File: config.mk
export PLATFORM = sky130hd
export DESIGN_NAME = ddrac_core
export DESIGN_NICKNAME = d
export VERILOG_FILES = /design/src/ddrac_pkg.sv /design/src/ddrac_sync.sv /design/src/ddrac_fifo.sv /design/src/ddrac_core.sv
export SDC_FILE = /design/constraint.sdc
export NUM_CORES = 1
export LEC_CHECK = 0
export ABC_AREA = 1
export BUFFER_PORTS_ARGS = -buffer_cell sky130_fd_sc_hd__buf_2
export CORE_MARGIN = 4
export CORE_UTILIZATION = 57
export CTS_BUF_LIST = sky130_fd_sc_hd__clkbuf_2
export DETAILED_ROUTE_END_ITERATION = 8
export PLACE_DENSITY = 0.78
export SLEW_MARGIN = 10
export SYNTH_ARGS = -nofsm -noshare
export SYNTH_HDL_FRONTEND = slang
export SYNTH_SLANG_ARGS = --single-unit
File: constraint.sdc
create_clock -name ref_clk -period 3.2 [get_ports ref_clk]
set_clock_uncertainty 0.1 [all_clocks]
set_input_delay 0.32 -clock ref_clk [delete_from_list [all_inputs] [get_ports ref_clk]]
set_output_delay 0.32 -clock ref_clk [all_outputs]
set_load 0.02 [all_outputs]
File: src/ddrac_pkg.sv
package ddrac_pkg;

    // Geometry of the command side
    localparam int ADDR_W = 13;
    localparam int BANK_W = 3;
    localparam int COL_W  = 10;
    localparam int NBANK  = 8;
    localparam int TIME_W = 8;
    localparam int LAT_W  = 4;

    // Mode register field positions, and the auto-precharge address bit
    localparam int MR_BL_LSB  = 0;
    localparam int MR_BT_BIT  = 3;
    localparam int MR_CL_LSB  = 4;
    localparam int MR_PD_BIT  = 12;
    localparam int EMR_RTT_LO = 2;
    localparam int EMR_AL_LSB = 3;
    localparam int EMR_RTT_HI = 6;
    localparam int AUTO_PRE_BIT = 10;

    // Mode register select codes on the low bank bits
    localparam logic [1:0] BA_SEL_MR  = 2'h0;
    localparam logic [1:0] BA_SEL_EMR = 2'h1;

    // Burst length codes and last beat index
    localparam logic [2:0] BL_CODE4  = 3'h2;
    localparam logic [2:0] BL_CODE8  = 3'h3;
    localparam logic [2:0] LAST_BL4  = 3'h3;
    localparam logic [2:0] LAST_BL8  = 3'h7;

    // Reset values of the mode fields, and the additive latency cap
    localparam logic [2:0] BL_RST = BL_CODE4;
    localparam logic [2:0] CL_RST = 3'h3;
    localparam logic [2:0] AL_RST = 3'h0;
    localparam logic [2:0] AL_MAX = 3'h6;

    // Termination delays, in link clock cycles and in link half cycles
    localparam real TAOND_CK   = 2.0;
    localparam real TAOFD_CK   = 2.5;
    localparam int  TAOND_HALF = int'(TAOND_CK * 2.0);
    localparam int  TAOFD_HALF = int'(TAOFD_CK * 2.0);
    localparam int  ODT_HIST_W = (TAOFD_HALF + 1) / 2;

    // Decoded command
    typedef enum logic [2:0] {
        CMD_NOP   = 3'h0,
        CMD_ACT   = 3'h1,
        CMD_RD    = 3'h2,
        CMD_WR    = 3'h3,
        CMD_PRE   = 3'h4,
        CMD_REF   = 3'h5,
        CMD_MRS   = 3'h6,
        CMD_DESEL = 3'h7
    } ddrac_cmd_t;

    // Nominal termination, coded as {A6,A2}
    typedef enum logic [1:0] {
        RTT_OFF = 2'h0,
        RTT_75  = 2'h1,
        RTT_150 = 2'h2,
        RTT_50  = 2'h3
    } ddrac_rtt_t;

    // Burst engine states
    typedef enum logic {
        ENG_IDLE  = 1'b0,
        ENG_BURST = 1'b1
    } ddrac_eng_t;

    // Pins as seen at the device edge
    typedef struct packed {
        logic              ck;
        logic              cke;
        logic              odt;
        logic              csN;
        logic              rasN;
        logic              casN;
        logic              weN;
        logic [BANK_W-1:0] ba;
        logic [ADDR_W-1:0] addr;
    } ddrac_pins_t;

    // Posted column command
    typedef struct packed {
        logic              write;
        logic              autoPre;
        logic [BANK_W-1:0] bank;
        logic [COL_W-1:0]  col;
        logic [TIME_W-1:0] due;
    } ddrac_col_t;

    // One internal burst beat
    typedef struct packed {
        logic              write;
        logic              last;
        logic [BANK_W-1:0] bank;
        logic [ADDR_W-1:0] row;
        logic [COL_W-1:0]  col;
        logic [LAT_W-1:0]  dataDelay;
    } ddrac_beat_t;

endpackage

File: src/ddrac_sync.sv
module ddrac_sync #(
    parameter int W = 1
) (
    input  wire logic         ref_clk,
    input  wire logic         rst,
    input  wire logic [W-1:0] async,
    output logic      [W-1:0] synced
);

    // First stage feeds only the second
    logic [W-1:0] meta;

    // Two flop synchroniser
    always_ff @(posedge ref_clk) begin
        if (rst) begin
            meta   <= '0;
            synced <= '0;
        end else begin
            meta   <= async;
            synced <= meta;
        end
    end

endmodule

File: src/ddrac_fifo.sv
module ddrac_fifo #(
    parameter int W     = 8,
    parameter int DEPTH = 4
) (
    input  wire logic         ref_clk,
    input  wire logic         rst,
    input  wire logic         inValid,
    output logic              inReady,
    input  wire logic [W-1:0] inData,
    output logic              outValid,
    input  wire logic         outReady,
    output logic      [W-1:0] outData
);

    localparam int PW = $clog2(DEPTH);

    logic [W-1:0]  mem [DEPTH];  // Storage words
    logic [PW-1:0] wrPtr;        // Next write slot
    logic [PW-1:0] rdPtr;        // Oldest word
    logic [PW:0]   count;        // Words held

    wire doWrite = inValid && inReady;
    wire doRead  = outValid && outReady;

    // Honest flags from the occupancy count
    assign inReady  = (count != (PW+1)'(DEPTH));
    assign outValid = (count != '0);
    assign outData  = mem[rdPtr];

    // Storage write, no reset needed on data
    always_ff @(posedge ref_clk) begin
        if (doWrite) begin
            mem[wrPtr] <= inData;
        end
    end

    // Pointers wrap at the depth
    always_ff @(posedge ref_clk) begin
        if (rst) begin
            wrPtr <= '0;
            rdPtr <= '0;
            count <= '0;
        end else begin
            if (doWrite) begin
                wrPtr <= (wrPtr == PW'(DEPTH - 1)) ? '0 : wrPtr + 1'b1;
            end
            if (doRead) begin
                rdPtr <= (rdPtr == PW'(DEPTH - 1)) ? '0 : rdPtr + 1'b1;
            end
            count <= count + (PW+1)'(doWrite) - (PW+1)'(doRead);
        end
    end

endmodule

File: src/ddrac_core.sv
module ddrac_core #(
    parameter int FIFO_DEPTH = 4
) (
    input  wire logic                          ref_clk,
    input  wire logic                          rst,
    input  wire logic                          ckPin,
    input  wire logic                          ckePin,
    input  wire logic                          odtPin,
    input  wire logic                          csNPin,
    input  wire logic                          rasNPin,
    input  wire logic                          casNPin,
    input  wire logic                          weNPin,
    input  wire logic [ddrac_pkg::BANK_W-1:0]  baPin,
    input  wire logic [ddrac_pkg::ADDR_W-1:0]  addrPin,
    input  wire logic                          beatReady,
    output logic                               beatValid,
    output ddrac_pkg::ddrac_beat_t             beat,
    output logic                               colReady,
    output logic                               termOn,
    output ddrac_pkg::ddrac_rtt_t              rttSel,
    output logic [ddrac_pkg::LAT_W-1:0]        readLatency,
    output logic [ddrac_pkg::LAT_W-1:0]        writeLatency,
    output logic [ddrac_pkg::NBANK-1:0]        bankOpen,
    output logic                               powerDown,
    output logic                               selfRefresh
);

    // Pin sampling
    ddrac_pkg::ddrac_pins_t pinsRaw;  // Pins as a bundle
    ddrac_pkg::ddrac_pins_t pins;     // Pins after two flops
    logic                   ckPrev;   // Link clock one cycle back

    assign pinsRaw = '{ck: ckPin, cke: ckePin, odt: odtPin, csN: csNPin,
                       rasN: rasNPin, casN: casNPin, weN: weNPin,
                       ba: baPin, addr: addrPin};

    // All pins cross together so command bits stay aligned with the clock
    ddrac_sync #(
        .W ($bits(ddrac_pkg::ddrac_pins_t))
    ) u_sync (
        .ref_clk (ref_clk),
        .rst     (rst),
        .async   (pinsRaw),
        .synced  (pins)
    );

    // Edge finder on the sampled link clock
    always_ff @(posedge ref_clk) begin
        if (rst) begin
            ckPrev <= 1'b0;
        end else begin
            ckPrev <= pins.ck;
        end
    end

    wire ckRise = pins.ck && !ckPrev;  // Command sampling point
    wire ckFall = !pins.ck && ckPrev;  // Half cycle point
    wire ckEdge = ckRise || ckFall;    // Each data beat slot

    // Command decode
    ddrac_pkg::ddrac_cmd_t cmd;  // Command at this edge

    assign cmd = pins.csN ? ddrac_pkg::CMD_DESEL :
        ({pins.rasN, pins.casN, pins.weN} == 3'h3) ? ddrac_pkg::CMD_ACT :
        ({pins.rasN, pins.casN, pins.weN} == 3'h5) ? ddrac_pkg::CMD_RD  :
        ({pins.rasN, pins.casN, pins.weN} == 3'h4) ? ddrac_pkg::CMD_WR  :
        ({pins.rasN, pins.casN, pins.weN} == 3'h2) ? ddrac_pkg::CMD_PRE :
        ({pins.rasN, pins.casN, pins.weN} == 3'h1) ? ddrac_pkg::CMD_REF :
        ({pins.rasN, pins.casN, pins.weN} == 3'h0) ? ddrac_pkg::CMD_MRS :
        ddrac_pkg::CMD_NOP;

    // Commands count only while the clock enable is high, except self refresh entry, which needs it low
    wire cmdEdge  = ckRise && pins.cke;
    wire doAct    = cmdEdge && (cmd == ddrac_pkg::CMD_ACT);
    wire doPre    = cmdEdge && (cmd == ddrac_pkg::CMD_PRE);
    wire doCol    = cmdEdge && (cmd == ddrac_pkg::CMD_RD || cmd == ddrac_pkg::CMD_WR);
    wire doMrs    = cmdEdge && (cmd == ddrac_pkg::CMD_MRS);
    wire loadMr   = doMrs && (pins.ba[1:0] == ddrac_pkg::BA_SEL_MR);
    wire loadEmr  = doMrs && (pins.ba[1:0] == ddrac_pkg::BA_SEL_EMR);
    wire preAll   = pins.addr[ddrac_pkg::AUTO_PRE_BIT];
    wire srEnter  = ckRise && !pins.cke && (cmd == ddrac_pkg::CMD_REF);

    // Mode fields
    logic [2:0] blCode;     // Burst length code
    logic       interleave; // Burst order
    logic [2:0] casLat;     // CAS latency
    logic       lowPowerPd; // Power-down flavour
    logic [2:0] addLat;     // Additive latency
    logic [1:0] rttCode;    // Termination code

    // Mode register writes; other bits of these registers are not kept
    always_ff @(posedge ref_clk) begin
        if (rst) begin
            blCode     <= ddrac_pkg::BL_RST;
            interleave <= 1'b0;
            casLat     <= ddrac_pkg::CL_RST;
            lowPowerPd <= 1'b0;
            addLat     <= ddrac_pkg::AL_RST;
            rttCode    <= ddrac_pkg::RTT_OFF;
        end else if (loadMr) begin
            blCode     <= pins.addr[ddrac_pkg::MR_BL_LSB +: 3];
            interleave <= pins.addr[ddrac_pkg::MR_BT_BIT];
            casLat     <= pins.addr[ddrac_pkg::MR_CL_LSB +: 3];
            lowPowerPd <= pins.addr[ddrac_pkg::MR_PD_BIT];
        end else if (loadEmr) begin
            addLat     <= pins.addr[ddrac_pkg::EMR_AL_LSB +: 3];
            rttCode    <= {pins.addr[ddrac_pkg::EMR_RTT_HI],
                           pins.addr[ddrac_pkg::EMR_RTT_LO]};
        end
    end

    // Only length 8 is treated as long; any other code runs as 4
    wire bl8 = (blCode == ddrac_pkg::BL_CODE8);

    wire [2:0] alEff = (addLat > ddrac_pkg::AL_MAX) ? ddrac_pkg::AL_MAX : addLat;

    wire [ddrac_pkg::LAT_W-1:0] rlSum = ddrac_pkg::LAT_W'(alEff) +
                                        ddrac_pkg::LAT_W'(casLat);

    // Latencies registered for the outside
    always_ff @(posedge ref_clk) begin
        if (rst) begin
            readLatency  <= '0;
            writeLatency <= '0;
        end else begin
            readLatency  <= rlSum;
            writeLatency <= rlSum - 1'b1;
        end
    end

    // Power states
    always_ff @(posedge ref_clk) begin
        if (rst) begin
            selfRefresh <= 1'b0;
            powerDown   <= 1'b0;
        end else if (ckRise) begin
            // Self refresh lasts until the clock enable returns
            if (srEnter) begin
                selfRefresh <= 1'b1;
            end else if (pins.cke) begin
                selfRefresh <= 1'b0;
            end
            powerDown <= !pins.cke && !srEnter && !selfRefresh;
        end
    end

    // Termination control
    localparam int ODT_W   = ddrac_pkg::ODT_HIST_W;
    localparam int ON_TAP  = ddrac_pkg::TAOND_HALF / 2 - 1;
    localparam int OFF_TAP = ddrac_pkg::TAOFD_HALF / 2;

    logic [ODT_W-1:0] odtHist;  // Control samples at rising edges
    logic             next_termOn;

    // Control history shifts only on rising edges
    always_ff @(posedge ref_clk) begin
        if (rst) begin
            odtHist <= '0;
        end else if (ckRise) begin
            odtHist <= {odtHist[ODT_W-2:0], pins.odt};
        end
    end

    wire termAllowed = !selfRefresh && (rttCode != ddrac_pkg::RTT_OFF);
    wire asyncOdt    = powerDown && lowPowerPd;

    // Next termination state
    always_comb begin
        next_termOn = termOn;
        if (!termAllowed) begin
            next_termOn = 1'b0;
        end else if (asyncOdt) begin
            // Low power flavour follows the control without fixed delay
            next_termOn = pins.odt;
        end else if (ckRise && odtHist[ON_TAP]) begin
            next_termOn = 1'b1;
        end else if (ckFall && !odtHist[OFF_TAP]) begin
            next_termOn = 1'b0;
        end
    end

    // Termination outputs
    always_ff @(posedge ref_clk) begin
        if (rst) begin
            termOn <= 1'b0;
            rttSel <= ddrac_pkg::RTT_OFF;
        end else begin
            termOn <= next_termOn;
            rttSel <= ddrac_pkg::ddrac_rtt_t'(rttCode);
        end
    end

    // Bank rows
    logic [ddrac_pkg::ADDR_W-1:0] openRow [ddrac_pkg::NBANK];  // Row per bank
    logic [ddrac_pkg::TIME_W-1:0] ckCount;  // Rising edge count

    always_ff @(posedge ref_clk) begin
        if (doAct) begin
            openRow[pins.ba] <= pins.addr;
        end
    end

    // Time base for posted commands
    always_ff @(posedge ref_clk) begin
        if (rst) begin
            ckCount <= '0;
        end else if (ckRise) begin
            ckCount <= ckCount + 1'b1;
        end
    end

    // Posted command queue
    ddrac_pkg::ddrac_col_t colIn;   // Command entering
    ddrac_pkg::ddrac_col_t colHead; // Oldest waiting
    logic                  headValid;
    logic                  popHead;

    assign colIn = '{write: (cmd == ddrac_pkg::CMD_WR),
                     autoPre: pins.addr[ddrac_pkg::AUTO_PRE_BIT],
                     bank: pins.ba,
                     col: pins.addr[ddrac_pkg::COL_W-1:0],
                     due: ckCount + ddrac_pkg::TIME_W'(alEff) + 1'b1};

    // Four deep queue covers the most posted commands legal spacing allows
    ddrac_fifo #(
        .W     ($bits(ddrac_pkg::ddrac_col_t)),
        .DEPTH (FIFO_DEPTH)
    ) u_fifo (
        .ref_clk  (ref_clk),
        .rst      (rst),
        .inValid  (doCol),
        .inReady  (colReady),
        .inData   (colIn),
        .outValid (headValid),
        .outReady (popHead),
        .outData  (colHead)
    );

    // Wrap safe comparison against the edge count
    wire [ddrac_pkg::TIME_W-1:0] sinceDue = ckCount - colHead.due;
    wire dueReached = !sinceDue[ddrac_pkg::TIME_W-1];

    // Burst engine
    ddrac_pkg::ddrac_eng_t engState;
    ddrac_pkg::ddrac_col_t cur;     // Burst in progress
    logic [2:0]            beatIdx; // Beat number
    logic                  curBl8;  // Length latched at start
    logic                  curIlv;  // Order latched at start
    logic [2:0]            curCl;   // CAS latency at start

    // Column of one beat in either order
    function automatic logic [2:0] burstCol(
        input logic [2:0] start,
        input logic [2:0] idx,
        input logic       ilv,
        input logic       long8
    );
        logic [2:0] step;
        step = long8 ? idx : {1'b0, idx[1:0]};
        if (ilv) begin
            burstCol = start ^ step;
        end else begin
            burstCol = {start[2] ^ step[2], start[1:0] + step[1:0]};
        end
    endfunction

    assign popHead = headValid && dueReached && (engState == ddrac_pkg::ENG_IDLE);

    wire [2:0] lastIdx  = curBl8 ? ddrac_pkg::LAST_BL8 : ddrac_pkg::LAST_BL4;
    wire       beatGo   = (engState == ddrac_pkg::ENG_BURST) && ckEdge && beatReady;
    wire       beatLast = (beatIdx == lastIdx);
    wire [2:0] colLow   = burstCol(cur.col[2:0], beatIdx, curIlv, curBl8);
    wire [ddrac_pkg::LAT_W-1:0] clLat = ddrac_pkg::LAT_W'(curCl);

    // Engine sequence; a stalled sink delays beats and fills the queue
    always_ff @(posedge ref_clk) begin
        if (rst) begin
            engState <= ddrac_pkg::ENG_IDLE;
            cur      <= '0;
            beatIdx  <= '0;
            curBl8   <= 1'b0;
            curIlv   <= 1'b0;
            curCl    <= ddrac_pkg::CL_RST;
        end else begin
            case (engState)
                ddrac_pkg::ENG_IDLE: begin
                    if (popHead) begin
                        cur      <= colHead;
                        beatIdx  <= '0;
                        curBl8   <= bl8;
                        curIlv   <= interleave;
                        curCl    <= casLat;
                        engState <= ddrac_pkg::ENG_BURST;
                    end
                end
                ddrac_pkg::ENG_BURST: begin
                    if (beatGo) begin
                        beatIdx <= beatIdx + 1'b1;
                        if (beatLast) begin
                            engState <= ddrac_pkg::ENG_IDLE;
                        end
                    end
                end
                default: begin
                    engState <= ddrac_pkg::ENG_IDLE;
                end
            endcase
        end
    end

    // Beat output register
    always_ff @(posedge ref_clk) begin
        if (rst) begin
            beatValid <= 1'b0;
            beat      <= '0;
        end else begin
            beatValid <= beatGo;
            if (beatGo) begin
                beat.write <= cur.write;
                beat.last  <= beatLast;
                beat.bank  <= cur.bank;
                beat.row   <= openRow[cur.bank];
                beat.col   <= {cur.col[ddrac_pkg::COL_W-1:3], colLow};
                beat.dataDelay <= cur.write ? clLat - 1'b1 : clLat;
            end
        end
    end

    wire apDone = beatGo && beatLast && cur.autoPre;

    // Bank open flags; a new activate wins over a closing event
    always_ff @(posedge ref_clk) begin
        if (rst) begin
            bankOpen <= '0;
        end else begin
            for (int b = 0; b < ddrac_pkg::NBANK; b++) begin
                if (doAct && (pins.ba == ddrac_pkg::BANK_W'(b))) begin
                    bankOpen[b] <= 1'b1;
                end else if (doPre && (preAll || pins.ba == ddrac_pkg::BANK_W'(b))) begin
                    bankOpen[b] <= 1'b0;
                end else if (apDone && (cur.bank == ddrac_pkg::BANK_W'(b))) begin
                    bankOpen[b] <= 1'b0;
                end
            end
        end
    end

endmodule

# Word level (Yosys, flattened, before mapping)
# Memories as Yosys holds them, arrays and structs flattened. A register that Yosys moved wholly into a read port is not among the register bits.
# Index checks and enable logic that the tools add are counted.
[classes]
bitwise_logic = 5
mux = 56
addsub = 13
n_eq_ne = 33
n_lt_le_gt_ge = 1
reduce_logical = 87
[ops]
columns = ["operator", "count"]
rows = [
  ["1-bit logical AND", 49],
  ["3-bit == test (second input constant)", 13],
  ["3-bit two-way mux", 13],
  ["1-bit two-way mux", 36],
  ["3-bit nonzero test", 10],
  ["3-bit by 2-bit == test with 1-bit output (second input constant)", 9],
  ["8-bit by 1-bit adder with 8-bit output (second input constant)", 2],
  ["3-bit by 1-bit == test with 1-bit output (second input constant)", 4],
  ["1-bit logical OR", 10],
  ["3-bit zero test", 3],
  ["8-bit by 3-bit adder with 8-bit output", 1],
  ["2-bit two-way mux", 4],
  ["2-bit AND reduction", 4],
  ["8-bit subtractor", 1],
  ["1-bit zero test", 7],
  ["3-bit one-hot mux with 2 select lines", 1],
  ["2-bit by 1-bit adder with 2-bit output (second input constant)", 2],
  ["3-bit by 3-bit adder with 4-bit output", 1],
  ["2-bit == test (second input constant)", 2],
  ["4-bit two-way mux", 1],
  ["2-bit by 1-bit != test with 1-bit output (second input constant)", 2],
  ["2-bit nonzero test", 2],
  ["3-bit by 1-bit subtractor with 4-bit output (second input constant)", 1],
  ["4-bit by 1-bit subtractor with 4-bit output (second input constant)", 1],
  ["14 further kinds", 16],
]
[totals]
ff_bits = 143
mem_bits_rw = 196
n_memories = 2
word_cells = 240
output_inout_bits = 55
inputBits = 26
[mem_list]
columns = ["memory", "words", "width", "read_ports", "rd_ports_with_merged_regs", "write_ports", "line", "text"]
rows = [
  ["openRow", 8, 13, 1, 1, 1, "ddrac_core.sv:194", "logic [ddrac_pkg::ADDR_W-1:0] openRow [ddrac_pkg::NBANK];"],
  ["u_fifo.mem", 4, 23, 1, 1, 1, "ddrac_fifo.sv:17", "logic [W-1:0] mem [DEPTH];"],
]

# Logic depth before layout (Yosys ltp)
# Gate-level depths: netlist (run 1).
[logic_depth]
depth_word = 14
depth_mapped = 24
ltp_nobuf = 20

# Hierarchy
# From an unflattened synthesis (run 1), not the netlist that was laid out.
[hier_totals]
cells_unflattened = 1288
area_unflattened_um2 = 13635.6
[by_module_without_submodules]
columns = ["module", "seq_area_each_um2", "cells_each", "instances", "area_per_inst_um2"]
rows = [
  ["ddrac_core", 5185.0, 856, 1, 8386.8],
  ["ddrac_fifo", 2942.8, 289, 1, 3926.3],
  ["ddrac_sync", 920.9, 143, 1, 1322.5],
]

# Worst setup path before layout (run 1)
# No wires, ideal clock.
[synth_timing]
path_type = "register to register"
start = "reg (tool-made name)"
end = "reg u_fifo.count[2]"
setup_time_ps = 70
setup_slack_ps = -313
arrival_ps = 3344
n_path_buf = 4
required_ps = 3030
period_less_slack_ps = 3513
path_stages_with_launch = 22
path_cell_list = "dfxtp_1 buf_6 inv_2 buf_6 clkbuf_1 a21oi_1 a32o_1 ha_1 a21oi_1 nor2_1 a211oi_1 nand3_2 nand3_4 buf_4 inv_1 ha_1 inv_1 ha_1 fa_1 inv_1 o21ai_0 a21oi_1"
[synth_rtl]
columns = ["item", "line", "text"]
rows = [
  ["to (signal assigned)", "ddrac_fifo.sv:50", "count <= count + (PW+1)'(doWrite) - (PW+1)'(doRead);"],
  ["to (decl)", "ddrac_fifo.sv:20", "logic [PW:0] count;"],
]

==> impl_metrics.toml, run 1 <==
[run_status]
status = "finished, final reports clean"

[cts]
clock_latency_ps = 860
postCtsSetupBuffers = 0
clk_pin_slew_ps = 110
clock_path_buffers = 3
cts_tree = "yes"
cts_made_buffers = 84
htreeDepth = 3
cts_root_buf = "clkbuf_2"
cts.sinks = 354

[layout]
syn2layout_area_growth_pct = 14.02
utilization_pct = 66.02
instances_no_fill = 1818
drive_gt1_share_pct = 17.96
finalNetCount = 1485
design_area_um2 = 15450
fillers = 1819

[logic_synthesis]
synth_ff_type = "edfxtp_1"
synth_warnings = 0
yosys.area.top_type_share_pct = 43.43
synth_most_common_cell = "edfxtp_1"
synth_cell_types = 40
async_flop_share_pct = 0
synth-seq-cells = 354
synth_nets = 1320
yosysSeqAreaShare_pct = 66.77
yosysTopAreaCell = "edfxtp_1"
synth_top_cells_by_count = "edfxtp_1 (196), nor2_1 (184), inv_1 (170)"
synthCells = 1264
syn_area_um2 = 13550
synth_area_leaders = "edfxtp_1 (43%), dfxtp_1 (23%), nor2_1 (5.1%)"
synth_area_per_cell_um2 = 10.72
synth_edf_count = 196

[critical_path]
critPathRequiredTime_ps = 3880
worstSetupPathType = "reg -> reg"
rrSetupSlack_ps = 170
end_kind = "flop"
start_kind = "flop"
path_max_fanout = 6
cp.arrival_ps = 3700

[floorplan]
dieArea_um2 = 26310
initial_utilization_pct = 57.91
ios = 81
dieHeight_um = 162.2
num_rows = 56
coreArea_um2 = 23400
die_w_um = 162.2

[timing]
max_slew.worst_pin.slew_ps = 994.4
maxSlewHeadroom_pct = 33.71
setup_viol = 0
hold_viol = 0
fmax_mhz = 330.5
finalCriticalPeriod_ps = 3025
setup-tns-final_ps = 0
period_share_pct = 94.54
timing.final.max_slew_violations = 0

[flow_run]
maxCapViolCount = 0

[placement]
port_buffers = 80
gp_congestion = 0.8251
dp.cells = 1633
placed_cell_area_um2 = 14330
place_hpwl_um = 18340

[drt]
drt_pre_antenna_iters = 6
drt-initial-drc-count = 896
wl_per_cell_um = 16.84
route.detailed.drc = 0
vias = 9641
drtAntennaViolNets = 0
wl_um = 30610
viasPerCell = 5.303

[global_route]
grt_pass1_wl_um = 48240
grt_max_degree = 77
first_global_vias = 9542
overflow = 0
antenna_found_initial = 1
grt.total_usage_pct = 23.16

[pwr]
power.total_w = 0.009317
p_leak_nw = 6.613
ir_worst_vdd_uv = 361.7
p_per_area_nw_per_um2 = 603.0

[min_path]
hp-class = "in -> reg"
[final cells by class]
| class | count | area (um2) | area share, % |
|---|---|---|---|
| clock inverters | 32 | 161.4 | 1.045 |
| diodes | 1 | 2.502 | 0.01620 |
| well taps | 319 | 399.1 | 2.583 |
| inverters | 176 | 673.1 | 4.357 |
| multi-input cells | 682 | 3659 | 23.68 |
| flip-flops and latches | 354 | 9054 | 58.60 |
| clock buffers | 123 | 615.6 | 3.984 |
| repair buffers | 131 | 887.1 | 5.741 |
[path summary, 6_finish.rpt]
kind,to,depth (start not counted),startpoint
max,u_fifo.count[1],16,flop
max reg2reg,u_fifo.count[1],16,flop
min,u_sync.meta[12],4,addrPin[12]
min reg2reg,u_sync.synced[11],2,u_sync.meta[11]
[logic make-up after synthesis]
kind of cell    Yosys count  synth area share [%]
compound gates          249                 11.01
xor+xnor                 14                0.9602
fa+ha+maj                30                 2.936
buf+inv                 228                 6.712
flops                   354                 66.77
simple gates            389                 11.61
[through the flow]
stage	hold slack, ps	setup slack (ps)
CTS	55.37	20.28
global route	82.14	-14.24
detailed placement	292.2	27.35
finish	115.4	174.6
global placement	290.5	118.4
floorplan	288.3	-47.32
[state kept, by name, summed over array words and instances, names as in the netlist, 2 cells and up, named ones only]
signal / flops
openRow: 104
u_fifo.mem: 92
beat: 32
u_sync.meta: 23
u_sync.synced: 23
cur: 15
bankOpen: 8
ckCount: 8
readLatency: 4
writeLatency: 4
addLat: 3
beatIdx: 3
blCode: 3
casLat: 3
curCl: 3
odtHist: 3
u_fifo.count: 3
rttCode: 2
rttSel: 2
u_fifo.rdPtr: 2
u_fifo.wrPtr: 2
[repair_timing]
action,4_1_cts,5_1_grt
hold endpoints to repair,54,0
endpoints found under the setup margin,0,2
hold buffers,28,0
resized for setup,0,15
[critical path, stage by stage, from the launching register on]
cell	delay, ps
dfxtp_4	430
buf_6	130
nand2_1	50
a32o_1	240
ha_1	300
nand2_1	90
nor2_1	50
a211oi_2	230
nand3_2	130
nand3_4	110
inv_4	40
ha_4	250
inv_2	40
ha_4	150
fa_2	520
inv_1	40
nor2_1	70
[power breakdown]
part           switching [W]  internal [W]  total (W)
Clock                0.00174       0.00112    0.00287
Combinational       0.000886      0.000517    0.00140
Sequential          0.000126       0.00492    0.00504
[metal layers]
metal / up-vias / wire length (um) / track usage, %
li1: 4646 / - / -
met1: 4555 / 12670 / 30.66
met2: 391 / 15070 / 38.70
met3: 49 / 2364 / 5.176
met4: 0 / 511 / 6.920
met5: - / 0 / 0
[cell usage in the layout, fill, tap and decap left out, types with 7 or more instances in the layout]
master	count
dfxtp_1	156
o22ai_1	15
edfxtp_1	196
nor3_1	14
nand2_1	149
nor2_1	180
dlygate4sd3_1	28
a21oi_1	64
nand3_1	24
o2bb2ai_1	9
buf_2	81
ha_1	24
nand4_1	7
a221oi_1	10
clkinv_1	22
buf_4	18
inv_2	9
xor2_1	8
o21ai_0	99
a22oi_1	27
inv_1	167
clkbuf_2	123
Note: power is estimated with default switching activity, not from simulation.
==> inputs of run 2 (changes only) <==
Settings changed: MAX_ROUTING_LAYER set to met4.
==> run 2 against run 1 <==
  * Critical path depth is 1 higher
  * Largest power group unchanged
  * Global-route usage is 0.72 points higher
  * Design area is 0.28% higher
  * Power is 0.27% higher
  * Final cell count is 0.22% higher
  * Worst setup slack better by 33 ps
  * Largest cell class unchanged
  * Sequential power hardly changed
==> impl_metrics.toml, run 2 (synthesized netlist as in run 1, its figures left out) <==
[pwr]
comb_power_share_pct = 15.3
ir_worst_vdd_uv = 362.2
switching_share_pct = 29.60
clkPwrFrac_pct = 30.7
p_per_area_nw_per_um2 = 603.0
seqPwrFrac_pct = 54.0
p_int_w = 0.006577
power.total_w = 0.009342
p_leak_nw = 6.629
power.switching_w = 0.002765

[layout]
drive_gt1_share_pct = 18.24
fillers = 1816
finalNetCount = 1489
top_regs = "openRow x104, u_fifo.mem x92, beat x32"
syn2layout_area_growth_pct = 14.33
multi_input_area_um2 = 3671
register_area_um2 = 9054
largest_register_ffs = 104
instances_no_fill = 1822
final_cell_mix = "edfxtp_1 (196), nor2_1 (180), inv_1 (167)"
final_common_cell = "edfxtp_1"
utilization_pct = 66.21
regMostFlops = "openRow"

[placement]
place_hpwl_um = 18340
pre_cts_slack_ps = 27.35
port_buffers = 80
gp_congestion = 0.8385
dp.cells = 1633

[critical_path]
start_kind = "flop"
path_cells = "inv_8 -> buf_4 -> nand2_1 -> a32o_1 -> ha_1 -> nand2_1 -> nor2_1 -> a211oi_2 -> nand3_2 -> nand3_4 -> inv_4 -> ha_4 -> inv_2 -> ha_4 -> fa_2 -> inv_1 -> nor2_1"
rrSetupSlack_ps = 210
critPathTopFamily = "adder cells"
reg2reg_depth = 17
worstSetupPathType = "reg -> reg"
max_stage_delay_ps = 520
slowest_stage = "fa_2"
critPathRequiredTime_ps = 3880
end_kind = "flop"
cp_num_buf_inv = 5
cp.arrival_ps = 3680
rr_endpoint = "u_fifo.count[1]"
path_max_fanout = 8

[min_path]
hp-class = "in -> reg"
whs_path_depth = 4
hold_start = "addrPin[12]"
hold_end = "u_sync.meta[12]"

[floorplan]
num_rows = 56
dieHeight_um = 162.2
coreArea_um2 = 23400
dieArea_um2 = 26310
initial_utilization_pct = 57.91
ios = 81
die_w_um = 162.2

[cts]
htreeDepth = 3
cts_made_buffers = 84
clk_pin_slew_ps = 110
cts.sinks = 354
cts_root_buf = "clkbuf_2"
cts_tree = "yes"
clock_latency_ps = 870
clock_path_buffers = 3

[timing]
period_share_pct = 93.50
maxSlewHeadroom_pct = 33.55
fin_ws_ps = 208.0
finalCriticalPeriod_ps = 2992
setup-tns-final_ps = 0
setup_viol = 0
timing.final.max_slew_violations = 0
rsz0062_at_grt = "false"
fmax_mhz = 334.2
max_slew.worst_pin.slew_ps = 996.8
hold_viol = 0

[global_route]
antenna_found_initial = 1
overflow = 0
use_met3_pct = 4.745
use_met2_pct = 38.72
grt_max_degree = 77
grt.total_usage_pct = 23.88
first_global_vias = 9540
gr-usage-met1_pct = 31.02
grt.busiest_layer = "met2"
grt_pass1_wl_um = 48290

[drt]
drtAntennaViolNets = 0
wl_per_cell_um = 16.85
drt_pre_antenna_iters = 6
route.detailed.drc = 0
vias = 9685
drt-initial-drc-count = 853
viasPerCell = 5.316
wl_um = 30690

[flow_run]
maxCapViolCount = 0

[run_status]
status = "finished, final reports clean"
==> run 2: cell types whose count changed in the layout (fill, tap and decap cells not counted) <==
cell,previous run,this run
ha_1,24,23
buf_4,18,22
ha_4,3,4
==> run 2: tightest hold or removal path, stage by stage <==
cell and delay [ps]:
dlygate4sd3_1 520, buf_2 90, inv_1 30, nor2_1 60
==> run 2: final cells by class <==
class,count,share of cell area (%)
Inverter,176,4.345
Sequential cell,354,58.43
Clock inverter,32,1.042
Timing Repair Buffer,135,5.919
Multi-Input combinational cell,682,23.69
Tap cell,319,2.576
Antenna cell,1,0.01615
Clock buffer,123,3.973
==> run 2: layer usage <==
metal | share of wire (%) | vias to the layer above
met5 | 0 | -
met4 | 1.7 | 0
met3 | 8.1 | 49
met2 | 49 | 439
met1 | 41 | 4544
li1 | - | 4653
==> run 2: repair_timing <==
action	CTS	global route
endpoints found under the setup margin	0	2
gates resized for setup	0	16
hold buffers	28	0
hold endpoints to repair	54	0
setup buffers	0	4
==> run 2: how the worst max path moves through the flow <==
stage	startpoint	endpoint	slack (ps)	depth (start not counted)
2_1_floorplan	flop	u_fifo.count[1]	-50	20
3_3_place_gp	flop	u_fifo.count[1]	120	16
3_5_place_dp	flop	u_fifo.count[1]	30	16
4_1_cts	flop	u_fifo.count[1]	20	16
5_1_grt	flop	u_fifo.count[1]	4	19
6_report	flop	u_fifo.count[1]	210	17
==> run 2: stage by stage <==
stage          cell area (um2)  hold slack, ps
2_1_floorplan            13610           288.3
3_5_place_dp             14330           292.2
3_3_place_gp             14330           290.5
6_report                 15490           108.6
5_1_grt                  15490           82.10
4_1_cts                  15390           55.37
==> run 2: power groups by stage <==
stage / sequential, W / combinational (W) / clock, W
2_1_floorplan: 0.00512 / 0.00101 / 0
3_3_place_gp: 0.00513 / 0.00130 / 0
3_5_place_dp: 0.00514 / 0.00134 / 0
4_1_cts: 0.00503 / 0.00137 / 0.00293
5_1_grt: 0.00507 / 0.00160 / 0.00319
6_report: 0.00505 / 0.00143 / 0.00287
